[src/verilog/hbc_consts.vh]
`ifndef HBC_CONSTS_VH
`define HBC_CONSTS_VH

// Register byte offsets
`define HBC_ADDR_W 12
`define HBC_OFS_MODE 12'h000
`define HBC_OFS_CTRL 12'h004
`define HBC_OFS_TEST0 12'h008
`define HBC_OFS_SNOOP 12'h00C
`define HBC_OFS_STAT 12'h010

// Mode register fields
`define HBC_MODE_PD 3
`define HBC_MODE_FC1 4
`define HBC_MODE_FC2 5
`define HBC_MODE_RST 8'h00

// Control register fields
`define HBC_CTRL_BM 6
`define HBC_CTRL_RST 8'h00

// Test register zero fields
`define HBC_T0_TT1 1
`define HBC_T0_CLB 0
`define HBC_T0_RST 8'h00

// Snoop register fields
`define HBC_SN_LO 0
`define HBC_SN_HI 1
`define HBC_SN_PURE 2
`define HBC_SN_RST 8'h00

// Status register fields
`define HBC_ST_MASTER 0
`define HBC_ST_MODE_LO 1
`define HBC_ST_MODE_HI 2
`define HBC_ST_BIG 3
`define HBC_ST_RSVD 4
`define HBC_ST_NXTRDY 5
`define HBC_ST_BALLOW 6
`define HBC_ST_VALID 7

// Bus modes, numbered one less than the mode number
`define HBC_BM1 2'h0
`define HBC_BM2 2'h1
`define HBC_BM3 2'h2
`define HBC_BM4 2'h3

// Strap select pattern that is reserved
`define HBC_BS_RSVD 3'h3
`define HBC_BS_STYLE 2
`define HBC_BS_BIG 1
`define HBC_BS_ODD 0

// Cycles after reset release before the straps are caught
`define HBC_STRAP_DLY 2'h3

// Synchronised pin vector layout
`define HBC_SY_W 7
`define HBC_SY_CS 3
`define HBC_SY_BI 4
`define HBC_SY_PA 5
`define HBC_SY_TST 6

`endif

[src/verilog/hbc_sync.v]
`timescale 1ns/1ns
// Two-stage synchroniser, idle level high for active-low pins
module hbc_sync #(
  parameter W = 1
) (
  input wire clk_i,
  input wire rst_n_i,
  input wire [W-1:0] d_i,
  output wire [W-1:0] q_o
);
  genvar g;
  generate
    for (g = 0; g < W; g = g + 1) begin : g_bit
      reg s1_r;
      reg s2_r;
      always @(posedge clk_i or negedge rst_n_i) begin
        if (!rst_n_i) begin
          s1_r <= 1'b1;
          s2_r <= 1'b1;
        end else begin
          s1_r <= d_i[g];
          s2_r <= s1_r;
        end
      end
      assign q_o[g] = s2_r;
    end
  endgenerate
endmodule // hbc_sync

[src/verilog/hbc_host_bus_ctrl.v]
// The APB register port and the address map were chosen for this implementation.
`timescale 1ns/1ns
`include "hbc_consts.vh"
module hbc_host_bus_ctrl (
  input wire clk_i,
  input wire resetn_i,
  // APB slave
  input wire psel_i,
  input wire penable_i,
  input wire pwrite_i,
  input wire [`HBC_ADDR_W-1:0] paddr_i,
  input wire [31:0] pwdata_i,
  output wire [31:0] prdata_o,
  output wire pready_o,
  output wire pslverr_o,
  // Core side, same clock
  input wire master_i,
  input wire fetch_cycle_i,
  input wire next_fetch_i,
  input wire line_burst_i,
  output wire burst_allowed_o,
  output wire next_addr_ready_o,
  output wire [1:0] bus_mode_o,
  output wire big_endian_o,
  // Pins, asynchronous
  input wire [2:0] bus_mode_select_pins_i,
  input wire chip_select_n_i,
  input wire burst_inhibit_n_i,
  input wire function_code_line2_i,
  input wire test_mode_n_i,
  // Pins, outputs, all but fetch_n_o with enables (enable low drives)
  output wire [1:0] function_code_lines_o,
  output wire [1:0] function_code_lines_oe_n_o,
  output wire function_code_line2_o,
  output wire function_code_line2_oe_n_o,
  output wire [1:0] snoop_level_outputs_o,
  output wire snoop_level_outputs_oe_n_o,
  output wire master_n_o,
  output wire master_oe_n_o,
  output wire fetch_n_o,
  output wire cache_burst_request_n_o,
  output wire cache_burst_request_oe_n_o,
  output wire burst_inhibit_n_o,
  output wire burst_inhibit_oe_n_o
);

  // Reset release through two flops
  reg rst_s1_r;
  reg rst_n_r;
  always @(posedge clk_i or negedge resetn_i) begin
    if (!resetn_i) begin
      rst_s1_r <= 1'b0;
      rst_n_r <= 1'b0;
    end else begin
      rst_s1_r <= 1'b1;
      rst_n_r <= rst_s1_r;
    end
  end

  // Pin synchronisers
  wire [`HBC_SY_W-1:0] sy_d;
  wire [`HBC_SY_W-1:0] sy_q;
  assign sy_d = {test_mode_n_i, function_code_line2_i, burst_inhibit_n_i,
                 chip_select_n_i, bus_mode_select_pins_i};

  hbc_sync #(
    .W(`HBC_SY_W)
  ) u_sync (
    .clk_i(clk_i),
    .rst_n_i(rst_n_r),
    .d_i(sy_d),
    .q_o(sy_q)
  );

  wire [2:0] bs_s = sy_q[2:0];
  wire cs_n_s = sy_q[`HBC_SY_CS];
  wire bi_n_s = sy_q[`HBC_SY_BI];
  wire pa_n_s = sy_q[`HBC_SY_PA];
  wire tst_n_s = sy_q[`HBC_SY_TST];

  // Straps caught once the synchroniser holds settled pin levels
  reg [1:0] strap_cnt_r;
  reg strap_ok_r;
  reg [1:0] mode_r;
  reg big_r;
  reg rsvd_r;
  reg [1:0] mode_nxt;
  always @* begin
    case ({bs_s[`HBC_BS_STYLE], bs_s[`HBC_BS_ODD]})
      2'h3: mode_nxt = `HBC_BM1;
      2'h2: mode_nxt = `HBC_BM2;
      2'h1: mode_nxt = `HBC_BM3;
      default: mode_nxt = `HBC_BM4;
    endcase
  end

  always @(posedge clk_i or negedge rst_n_r) begin
    if (!rst_n_r) begin
      strap_cnt_r <= 2'h0;
      strap_ok_r <= 1'b0;
      mode_r <= `HBC_BM4;
      big_r <= 1'b0;
      rsvd_r <= 1'b0;
    end else if (!strap_ok_r) begin
      strap_cnt_r <= strap_cnt_r + 2'h1;
      if (strap_cnt_r == `HBC_STRAP_DLY) begin
        // Latched once; later pin changes are ignored
        strap_ok_r <= 1'b1;
        mode_r <= mode_nxt;
        big_r <= bs_s[`HBC_BS_BIG];
        rsvd_r <= (bs_s == `HBC_BS_RSVD);
      end
    end
  end

  // Registers
  reg [7:0] mode_reg_r;
  reg [7:0] ctrl_reg_r;
  reg [7:0] test0_reg_r;
  reg [7:0] snoop_reg_r;
  reg [31:0] prdata_r;
  reg pready_r;
  reg pslverr_r;
  reg [31:0] rdata_nxt;
  reg hit_nxt;
  wire [7:0] stat_w;

  wire setup = psel_i & ~penable_i;
  wire wr_en = psel_i & penable_i & pready_r & pwrite_i & ~pslverr_r;

  always @* begin
    rdata_nxt = 32'h00000000;
    hit_nxt = 1'b1;
    case (paddr_i)
      `HBC_OFS_MODE: rdata_nxt[7:0] = mode_reg_r;
      `HBC_OFS_CTRL: rdata_nxt[7:0] = ctrl_reg_r;
      `HBC_OFS_TEST0: rdata_nxt[7:0] = test0_reg_r;
      `HBC_OFS_SNOOP: rdata_nxt[7:0] = snoop_reg_r;
      `HBC_OFS_STAT: rdata_nxt[7:0] = stat_w;
      default: hit_nxt = 1'b0;
    endcase
  end

  reg [31:0] prdata_nxt;
  reg pready_nxt;
  reg pslverr_nxt;

  always @* begin
    prdata_nxt = prdata_r;
    pready_nxt = 1'b0;
    pslverr_nxt = 1'b0;
    if (setup) begin
      // Answer prepared in setup, given in the single access cycle
      prdata_nxt = pwrite_i ? 32'h00000000 : rdata_nxt;
      pready_nxt = 1'b1;
      pslverr_nxt = ~hit_nxt | (pwrite_i & (paddr_i == `HBC_OFS_STAT));
    end
  end

  always @(posedge clk_i or negedge rst_n_r) begin
    if (!rst_n_r) begin
      prdata_r <= 32'h00000000;
      pready_r <= 1'b0;
      pslverr_r <= 1'b0;
    end else begin
      prdata_r <= prdata_nxt;
      pready_r <= pready_nxt;
      pslverr_r <= pslverr_nxt;
    end
  end

  reg [7:0] mode_reg_nxt;
  reg [7:0] ctrl_reg_nxt;
  reg [7:0] test0_reg_nxt;
  reg [7:0] snoop_reg_nxt;

  always @* begin
    mode_reg_nxt = mode_reg_r;
    ctrl_reg_nxt = ctrl_reg_r;
    test0_reg_nxt = test0_reg_r;
    snoop_reg_nxt = snoop_reg_r;
    if (wr_en) begin
      case (paddr_i)
        `HBC_OFS_MODE: mode_reg_nxt = pwdata_i[7:0];
        `HBC_OFS_CTRL: ctrl_reg_nxt = pwdata_i[7:0];
        `HBC_OFS_TEST0: test0_reg_nxt = pwdata_i[7:0];
        `HBC_OFS_SNOOP: snoop_reg_nxt = pwdata_i[7:0];
        default: snoop_reg_nxt = snoop_reg_r;
      endcase
    end
  end

  always @(posedge clk_i or negedge rst_n_r) begin
    if (!rst_n_r) begin
      mode_reg_r <= `HBC_MODE_RST;
      ctrl_reg_r <= `HBC_CTRL_RST;
      test0_reg_r <= `HBC_T0_RST;
      snoop_reg_r <= `HBC_SN_RST;
    end else begin
      mode_reg_r <= mode_reg_nxt;
      ctrl_reg_r <= ctrl_reg_nxt;
      test0_reg_r <= test0_reg_nxt;
      snoop_reg_r <= snoop_reg_nxt;
    end
  end

  assign prdata_o = prdata_r;
  assign pready_o = pready_r;
  assign pslverr_o = pslverr_r;

  // Pin behaviour
  wire pd_bit = mode_reg_r[`HBC_MODE_PD];
  wire fc1_bit = mode_reg_r[`HBC_MODE_FC1];
  wire fc2_bit = mode_reg_r[`HBC_MODE_FC2];
  wire bm_bit = ctrl_reg_r[`HBC_CTRL_BM];
  wire clb_en = test0_reg_r[`HBC_T0_CLB];
  wire tt1_bit = test0_reg_r[`HBC_T0_TT1];
  wire pure_snoop = snoop_reg_r[`HBC_SN_PURE];
  wire zmode = ~tst_n_s;
  wire own = master_i & ~zmode;
  wire mode1 = (mode_r == `HBC_BM1);
  wire mode4 = (mode_r == `HBC_BM4);
  wire burst_pin = mode1 | (mode4 & clb_en);

  reg [1:0] fc_r;
  reg [1:0] fc_oe_n_r;
  reg fc2_r;
  reg fc2_oe_n_r;
  reg [1:0] snoop_r;
  reg snoop_oe_n_r;
  reg master_n_r;
  reg master_oe_n_r;
  reg fetch_n_r;
  reg cbr_r;
  reg cbr_oe_n_r;
  reg bi_r;
  reg bi_oe_n_r;
  reg nxt_rdy_r;
  reg ballow_r;
  reg [1:0] fc_nxt;
  reg [1:0] fc_oe_n_nxt;
  reg fc2_nxt;
  reg fc2_oe_n_nxt;
  reg [1:0] snoop_nxt;
  reg snoop_oe_n_nxt;
  reg master_n_nxt;
  reg master_oe_n_nxt;
  reg fetch_n_nxt;
  reg cbr_nxt;
  reg cbr_oe_n_nxt;
  reg bi_nxt;
  reg bi_oe_n_nxt;
  reg nxt_rdy_nxt;
  reg ballow_nxt;

  always @* begin
    // Program/data status, or program when the option is off
    fc_nxt[0] = pd_bit ? fetch_cycle_i : 1'b1;
    fc_nxt[1] = bm_bit & fc1_bit;
    fc_oe_n_nxt = {2{~own}};
    fc2_nxt = fc2_bit;
    fc2_oe_n_nxt = ~own | bm_bit;
    nxt_rdy_nxt = bm_bit & ~pa_n_s;
    snoop_nxt = {snoop_reg_r[`HBC_SN_HI], snoop_reg_r[`HBC_SN_LO]};
    snoop_oe_n_nxt = zmode | ~(master_i | pure_snoop);
    master_n_nxt = ~master_i;
    master_oe_n_nxt = zmode;
    fetch_n_nxt = ~next_fetch_i;
    if (burst_pin) begin
      cbr_nxt = ~line_burst_i;
    end else begin
      cbr_nxt = ~tt1_bit;
    end
    // Mode 4 without line burst keeps the transfer-type meaning
    cbr_oe_n_nxt = ~own;
    // Slave side: refuse bursts while selected, except in mode 1 where the pin is held high
    bi_nxt = mode1 ? 1'b1 : cs_n_s;
    bi_oe_n_nxt = master_i | zmode;
    // Master side: fall back to single transfers when inhibited; in mode 1 a low pin allows bursts instead
    ballow_nxt = master_i & ((mode1 & ~bi_n_s) | (~mode1 & bi_n_s));
  end

  always @(posedge clk_i or negedge rst_n_r) begin
    if (!rst_n_r) begin
      fc_r <= 2'h0;
      fc_oe_n_r <= 2'h3;
      fc2_r <= 1'b0;
      fc2_oe_n_r <= 1'b1;
      snoop_r <= 2'h0;
      snoop_oe_n_r <= 1'b1;
      master_n_r <= 1'b1;
      master_oe_n_r <= 1'b0;
      fetch_n_r <= 1'b1;
      cbr_r <= 1'b1;
      cbr_oe_n_r <= 1'b1;
      bi_r <= 1'b1;
      bi_oe_n_r <= 1'b1;
      nxt_rdy_r <= 1'b0;
      ballow_r <= 1'b0;
    end else begin
      fc_r <= fc_nxt;
      fc_oe_n_r <= fc_oe_n_nxt;
      fc2_r <= fc2_nxt;
      fc2_oe_n_r <= fc2_oe_n_nxt;
      snoop_r <= snoop_nxt;
      snoop_oe_n_r <= snoop_oe_n_nxt;
      master_n_r <= master_n_nxt;
      master_oe_n_r <= master_oe_n_nxt;
      fetch_n_r <= fetch_n_nxt;
      cbr_r <= cbr_nxt;
      cbr_oe_n_r <= cbr_oe_n_nxt;
      bi_r <= bi_nxt;
      bi_oe_n_r <= bi_oe_n_nxt;
      nxt_rdy_r <= nxt_rdy_nxt;
      ballow_r <= ballow_nxt;
    end
  end

  assign stat_w = {strap_ok_r, ballow_r, nxt_rdy_r, rsvd_r, big_r, mode_r, master_i};

  assign function_code_lines_o = fc_r;
  assign function_code_lines_oe_n_o = fc_oe_n_r;
  assign function_code_line2_o = fc2_r;
  assign function_code_line2_oe_n_o = fc2_oe_n_r;
  assign snoop_level_outputs_o = snoop_r;
  assign snoop_level_outputs_oe_n_o = snoop_oe_n_r;
  assign master_n_o = master_n_r;
  assign master_oe_n_o = master_oe_n_r;
  assign fetch_n_o = fetch_n_r;
  assign cache_burst_request_n_o = cbr_r;
  assign cache_burst_request_oe_n_o = cbr_oe_n_r;
  assign burst_inhibit_n_o = bi_r;
  assign burst_inhibit_oe_n_o = bi_oe_n_r;
  assign next_addr_ready_o = nxt_rdy_r;
  assign burst_allowed_o = ballow_r;
  assign bus_mode_o = mode_r;
  assign big_endian_o = big_r;

endmodule // hbc_host_bus_ctrl

[config.mk]
export PLATFORM = sky130hd
export DESIGN_NAME = hbc_host_bus_ctrl
export DESIGN_NICKNAME = d
export VERILOG_FILES = /design/src/verilog/hbc_sync.v /design/src/verilog/hbc_host_bus_ctrl.v
export VERILOG_INCLUDE_DIRS = /design/src /design/src/verilog
export SDC_FILE = /design/constraint.sdc
export NUM_CORES = 1
export LEC_CHECK = 0
export CAP_MARGIN = 20
export CORE_MARGIN = 4
export CORE_UTILIZATION = 25
export CTS_CLUSTER_DIAMETER = 60
export CTS_CLUSTER_SIZE = 20
export DETAILED_ROUTE_END_ITERATION = 12
export DONT_BUFFER_PORTS = 1
export PLACE_DENSITY = 0.42
export SKIP_CTS_REPAIR_TIMING = 1
export SLEW_MARGIN = 20
export SYNTH_ARGS = -nofsm -noshare
export SYNTH_HDL_FRONTEND = slang
export SYNTH_SLANG_ARGS = --single-unit
[constraint.sdc]
create_clock -name clk_i -period 2.5 [get_ports clk_i]
set_clock_uncertainty 0.15 [all_clocks]
set_input_delay 0.125 -clock clk_i [delete_from_list [all_inputs] [get_ports clk_i]]
set_output_delay 0.125 -clock clk_i [all_outputs]
set_load 0.02 [all_outputs]
==> summary.md <==
| Metric | Value |
|---|---|
| Outcome | `finished with violations` |
| Failing checks | `negative hold slack` |
| Pwr dens | `681 nW/um^2` |
| Worst IR drop on VDD | `487 uV` |
| Iter 0 DRT Violations | `75` |
| Worst Max-Slew Pin Slew | `651 ps` |
| Clock root cell | `clkbuf_16` |
| WHS | `-7.06 ps` |
| CTS Sinks | `81` |
| Worst-Skew Late Latency | `330 ps` |
| Layout cell share with drive strength beyond 1 | `29.9%` |
| Max_cap viols | `0` |
| Die height | `125 um` |
| Vias per cell | `4.28` |
| WHS Path Cells | `4` |
| Mean area per synthesized cell | `13.0 sq um` |
| Placed Area | `3560 sq um` |
| Routed wire length | `8230 um` |
| Area occupied by multi-input gates | `1220 sq um` |
| Area occupied by registers | `2060 sq um` |
| Leak | `0.00186 uW` |
| Pre-antenna DRT Iters | `4` |
| CP arrival | `2310 ps` |
| DP HPWL | `5830 um` |
| Gpl congestion | `0.754` |
| Area grow syn2layout | `20.1%` |
| EDFF count, synth | `0` |
| Initial antenna violation count | `2` |
| Area contributors post-synth | `dfrtp_1 42%, dfstp_2 18%, mux2_2 11%` |
| TritonCTS clock tree | `done` |
| WP data required | `2560 ps` |
| Main synth FF type | `dfrtp_1` |
| Worst setup SP type | `input port` |
| Routed Antenna Nets | `0` |
| Fillers | `1360` |
| Worst-path maximum fanout | `9` |
| I/O Buffers | `0` |
| Register area share after synthesis | `60.0%` |
| Period minus WS final | `2250 ps` |
| Post-synth ARST share | `100%` |
| All-Layer GR Usage | `10.5%` |
| Max incr delay on CP | `710 ps` |
| Final slew viol count | `0` |
| FMAX | `444 MHz` |
| Post-synth top area cell | `dfrtp_1` |
| Initial Util | `25.7%` |
| CTS clk-pin slew, worst paths | `60 ps` |
| Ys Warns | `0` |
| DIE WIDTH | `125 um` |
| CP cell instances | `dlygate4sd3_1 -> o31ai_1 -> dlygate4sd3_1 -> a31oi_1 -> dlygate4sd3_1` |
| Fin area | `4120 sq um` |
| Synth Cell Area | `3430 sq um` |
| Area share of the largest cell type after synthesis | `41.6%` |
| Crit path kind | `input port to flip-flop` |
| FP Rows | `42` |
| HP Class | `input port to flip-flop` |
| Die area | `15700 sq um` |
| Remaining routing DRC violations | `0` |
| Count of cell types in the netlist | `43` |
| Final setup TNS | `0 ps` |
| Fin crit share | `90.1%` |
| Crit. End Element | `flip-flop` |
| Num CTS Buffers | `9` |
| Congestion Overflow GR | `0` |
| Total number of vias | `2046` |
| First-pass GRT wire length | `12300 um` |
| Num ports | `115` |
| CP most frequent cell | `dlygate4sd3_1` |
| RSZ-0062 raised after global routing | `no` |
| Finished Layout Cells | `478` |
| Setup Viol. Count Final | `0` |
| R2R depth | `5` |
| Final net count | `357` |
| Max_slew headroom | `56.0%` |
| #FFs+latches synth | `81` |
| WL per Instance | `17.2 um` |
| Final Hold Viols | `3` |
| Slowest-stage cell, CP | `dlygate4sd3_1` |
| Core Box Area | `13300 sq um` |
| Largest net degree at the start of global routing | `41` |
| Buffer levels on the longest clock path | `2` |
| H-tree depth reported by CTS | `3` |
| Vias in the first global route | `1977` |
| Cells after DPL | `434` |
| Syn Inst Count | `264` |
registers in the layout (all words and copies together), names as in the netlist, 2 cells and up:
register,cells
strap_cnt_r,2
bus_mode_o,2
prdata_o,8
u_sync.g_bit.s1_r,7
function_code_lines_o,2
ctrl_reg_r,8
test0_reg_r,8
u_sync.g_bit.s2_r,7
snoop_level_outputs_o,2
snoop_reg_r,8
mode_reg_r,8
cell usage in the layout, fill, tap and decap left out, types with 3 or more instances in the layout:
master,n
a21oi_1,3
and2_0,5
buf_4,3
clkbuf_16,10
conb_1,25
dfrtp_1,56
dfstp_2,24
dlygate4sd3_1,27
inv_1,4
mux2_2,34
mux2i_1,13
nand2_1,16
nand2b_1,3
nand4_1,3
nor2_1,9
nor2b_1,5
nor4_1,3
o211ai_1,6
o21ai_0,11
or2_2,3
Yosys cell counts, drive strengths merged, types with 3 or more instances:
| cell type | count |
|---|---|
| dfrtp | 57 |
| mux2 | 34 |
| buf | 30 |
| dfstp | 24 |
| nand2 | 16 |
| mux2i | 13 |
| o21ai | 11 |
| nor2 | 9 |
| and2 | 7 |
| o211ai | 6 |
| nor2b | 5 |
| inv | 4 |
| nand4 | 4 |
| a21oi | 3 |
| clkbuf | 3 |
| nand2b | 3 |
| nand3 | 3 |
| nor4 | 3 |
| or2 | 3 |
| or3 | 3 |
critical path, delay by kind of cell:
| family | cells | cell delay [ps] |
|---|---|---|
| compound gates | 2 | 320 |
| buf+inv | 3 | 1870 |
metrics by stage:
stage	utilization [%]	setup slack (ps)	power, uW
after global routing	30.9	207	2950
after CTS	28.8	560	2820
after detailed placement	26.7	327	1520
after floorplan	-	648	1530
final	30.9	247	2810
after global placement	26.7	391	1520
logic make-up after synthesis:
family / Yosys count / synth area share, %
adder cells (fa/ha/maj): 1 / 0.365
buffers and inverters: 37 / 6.97
AO/OA/AOI/OAI: 30 / 5.87
XOR/XNOR: 1 / 0.255
other: 2 / 0.219
multiplexers: 47 / 15.0
flip-flops: 81 / 60.0
AND/OR/NAND/NOR: 65 / 11.4
area by class of cell:
class | count | area share, %
Timing Repair Buffer | 31 | 7.59
Tap cell | 176 | 5.34
Sequential cell | 81 | 50.0
Multi-Input combinational cell | 169 | 29.6
Clock inverter | 5 | 0.850
Clock buffer | 11 | 6.16
Antenna cell | 1 | 0.0607
Inverter | 4 | 0.364
layer usage:
metal  routed length, um  vias up  track usage (%)
li1                    -      949                -
met1                3600     1001             13.3
met2                3740       84             15.6
met3                 788       10             5.16
met4                  96        2             3.57
met5                  11        -                0
worst paths after layout:
path                               startpoint                                 to  slack, ps
min in group asynchronous   rst_n_r$_DFF_PN0_         strap_cnt_r[1]$_DFFE_PN0N_        160
max in group asynchronous   rst_n_r$_DFF_PN0_  cache_burst_request_n_o$_DFF_PN1_       1380
max                                paddr_i[2]                pslverr_o$_DFF_PN0_        250
min                                  master_i            prdata_o[0]$_DFFE_PN0P_         -7
min reg2reg                 rst_n_r$_DFF_PN0_         strap_cnt_r[1]$_DFFE_PN0N_        160
max reg2reg                pready_o$_DFF_PN0_         test0_reg_r[7]$_DFFE_PN0P_        580
power breakdown:
part	leakage [uW]	internal [uW]	total (uW)	switching, uW
combinational	0.000685	51.3	135	84.0
clock	0.000146	738	1270	531
sequential	0.00102	1350	1400	48.6
No activity file was read; power rests on OpenSTA's default activity.
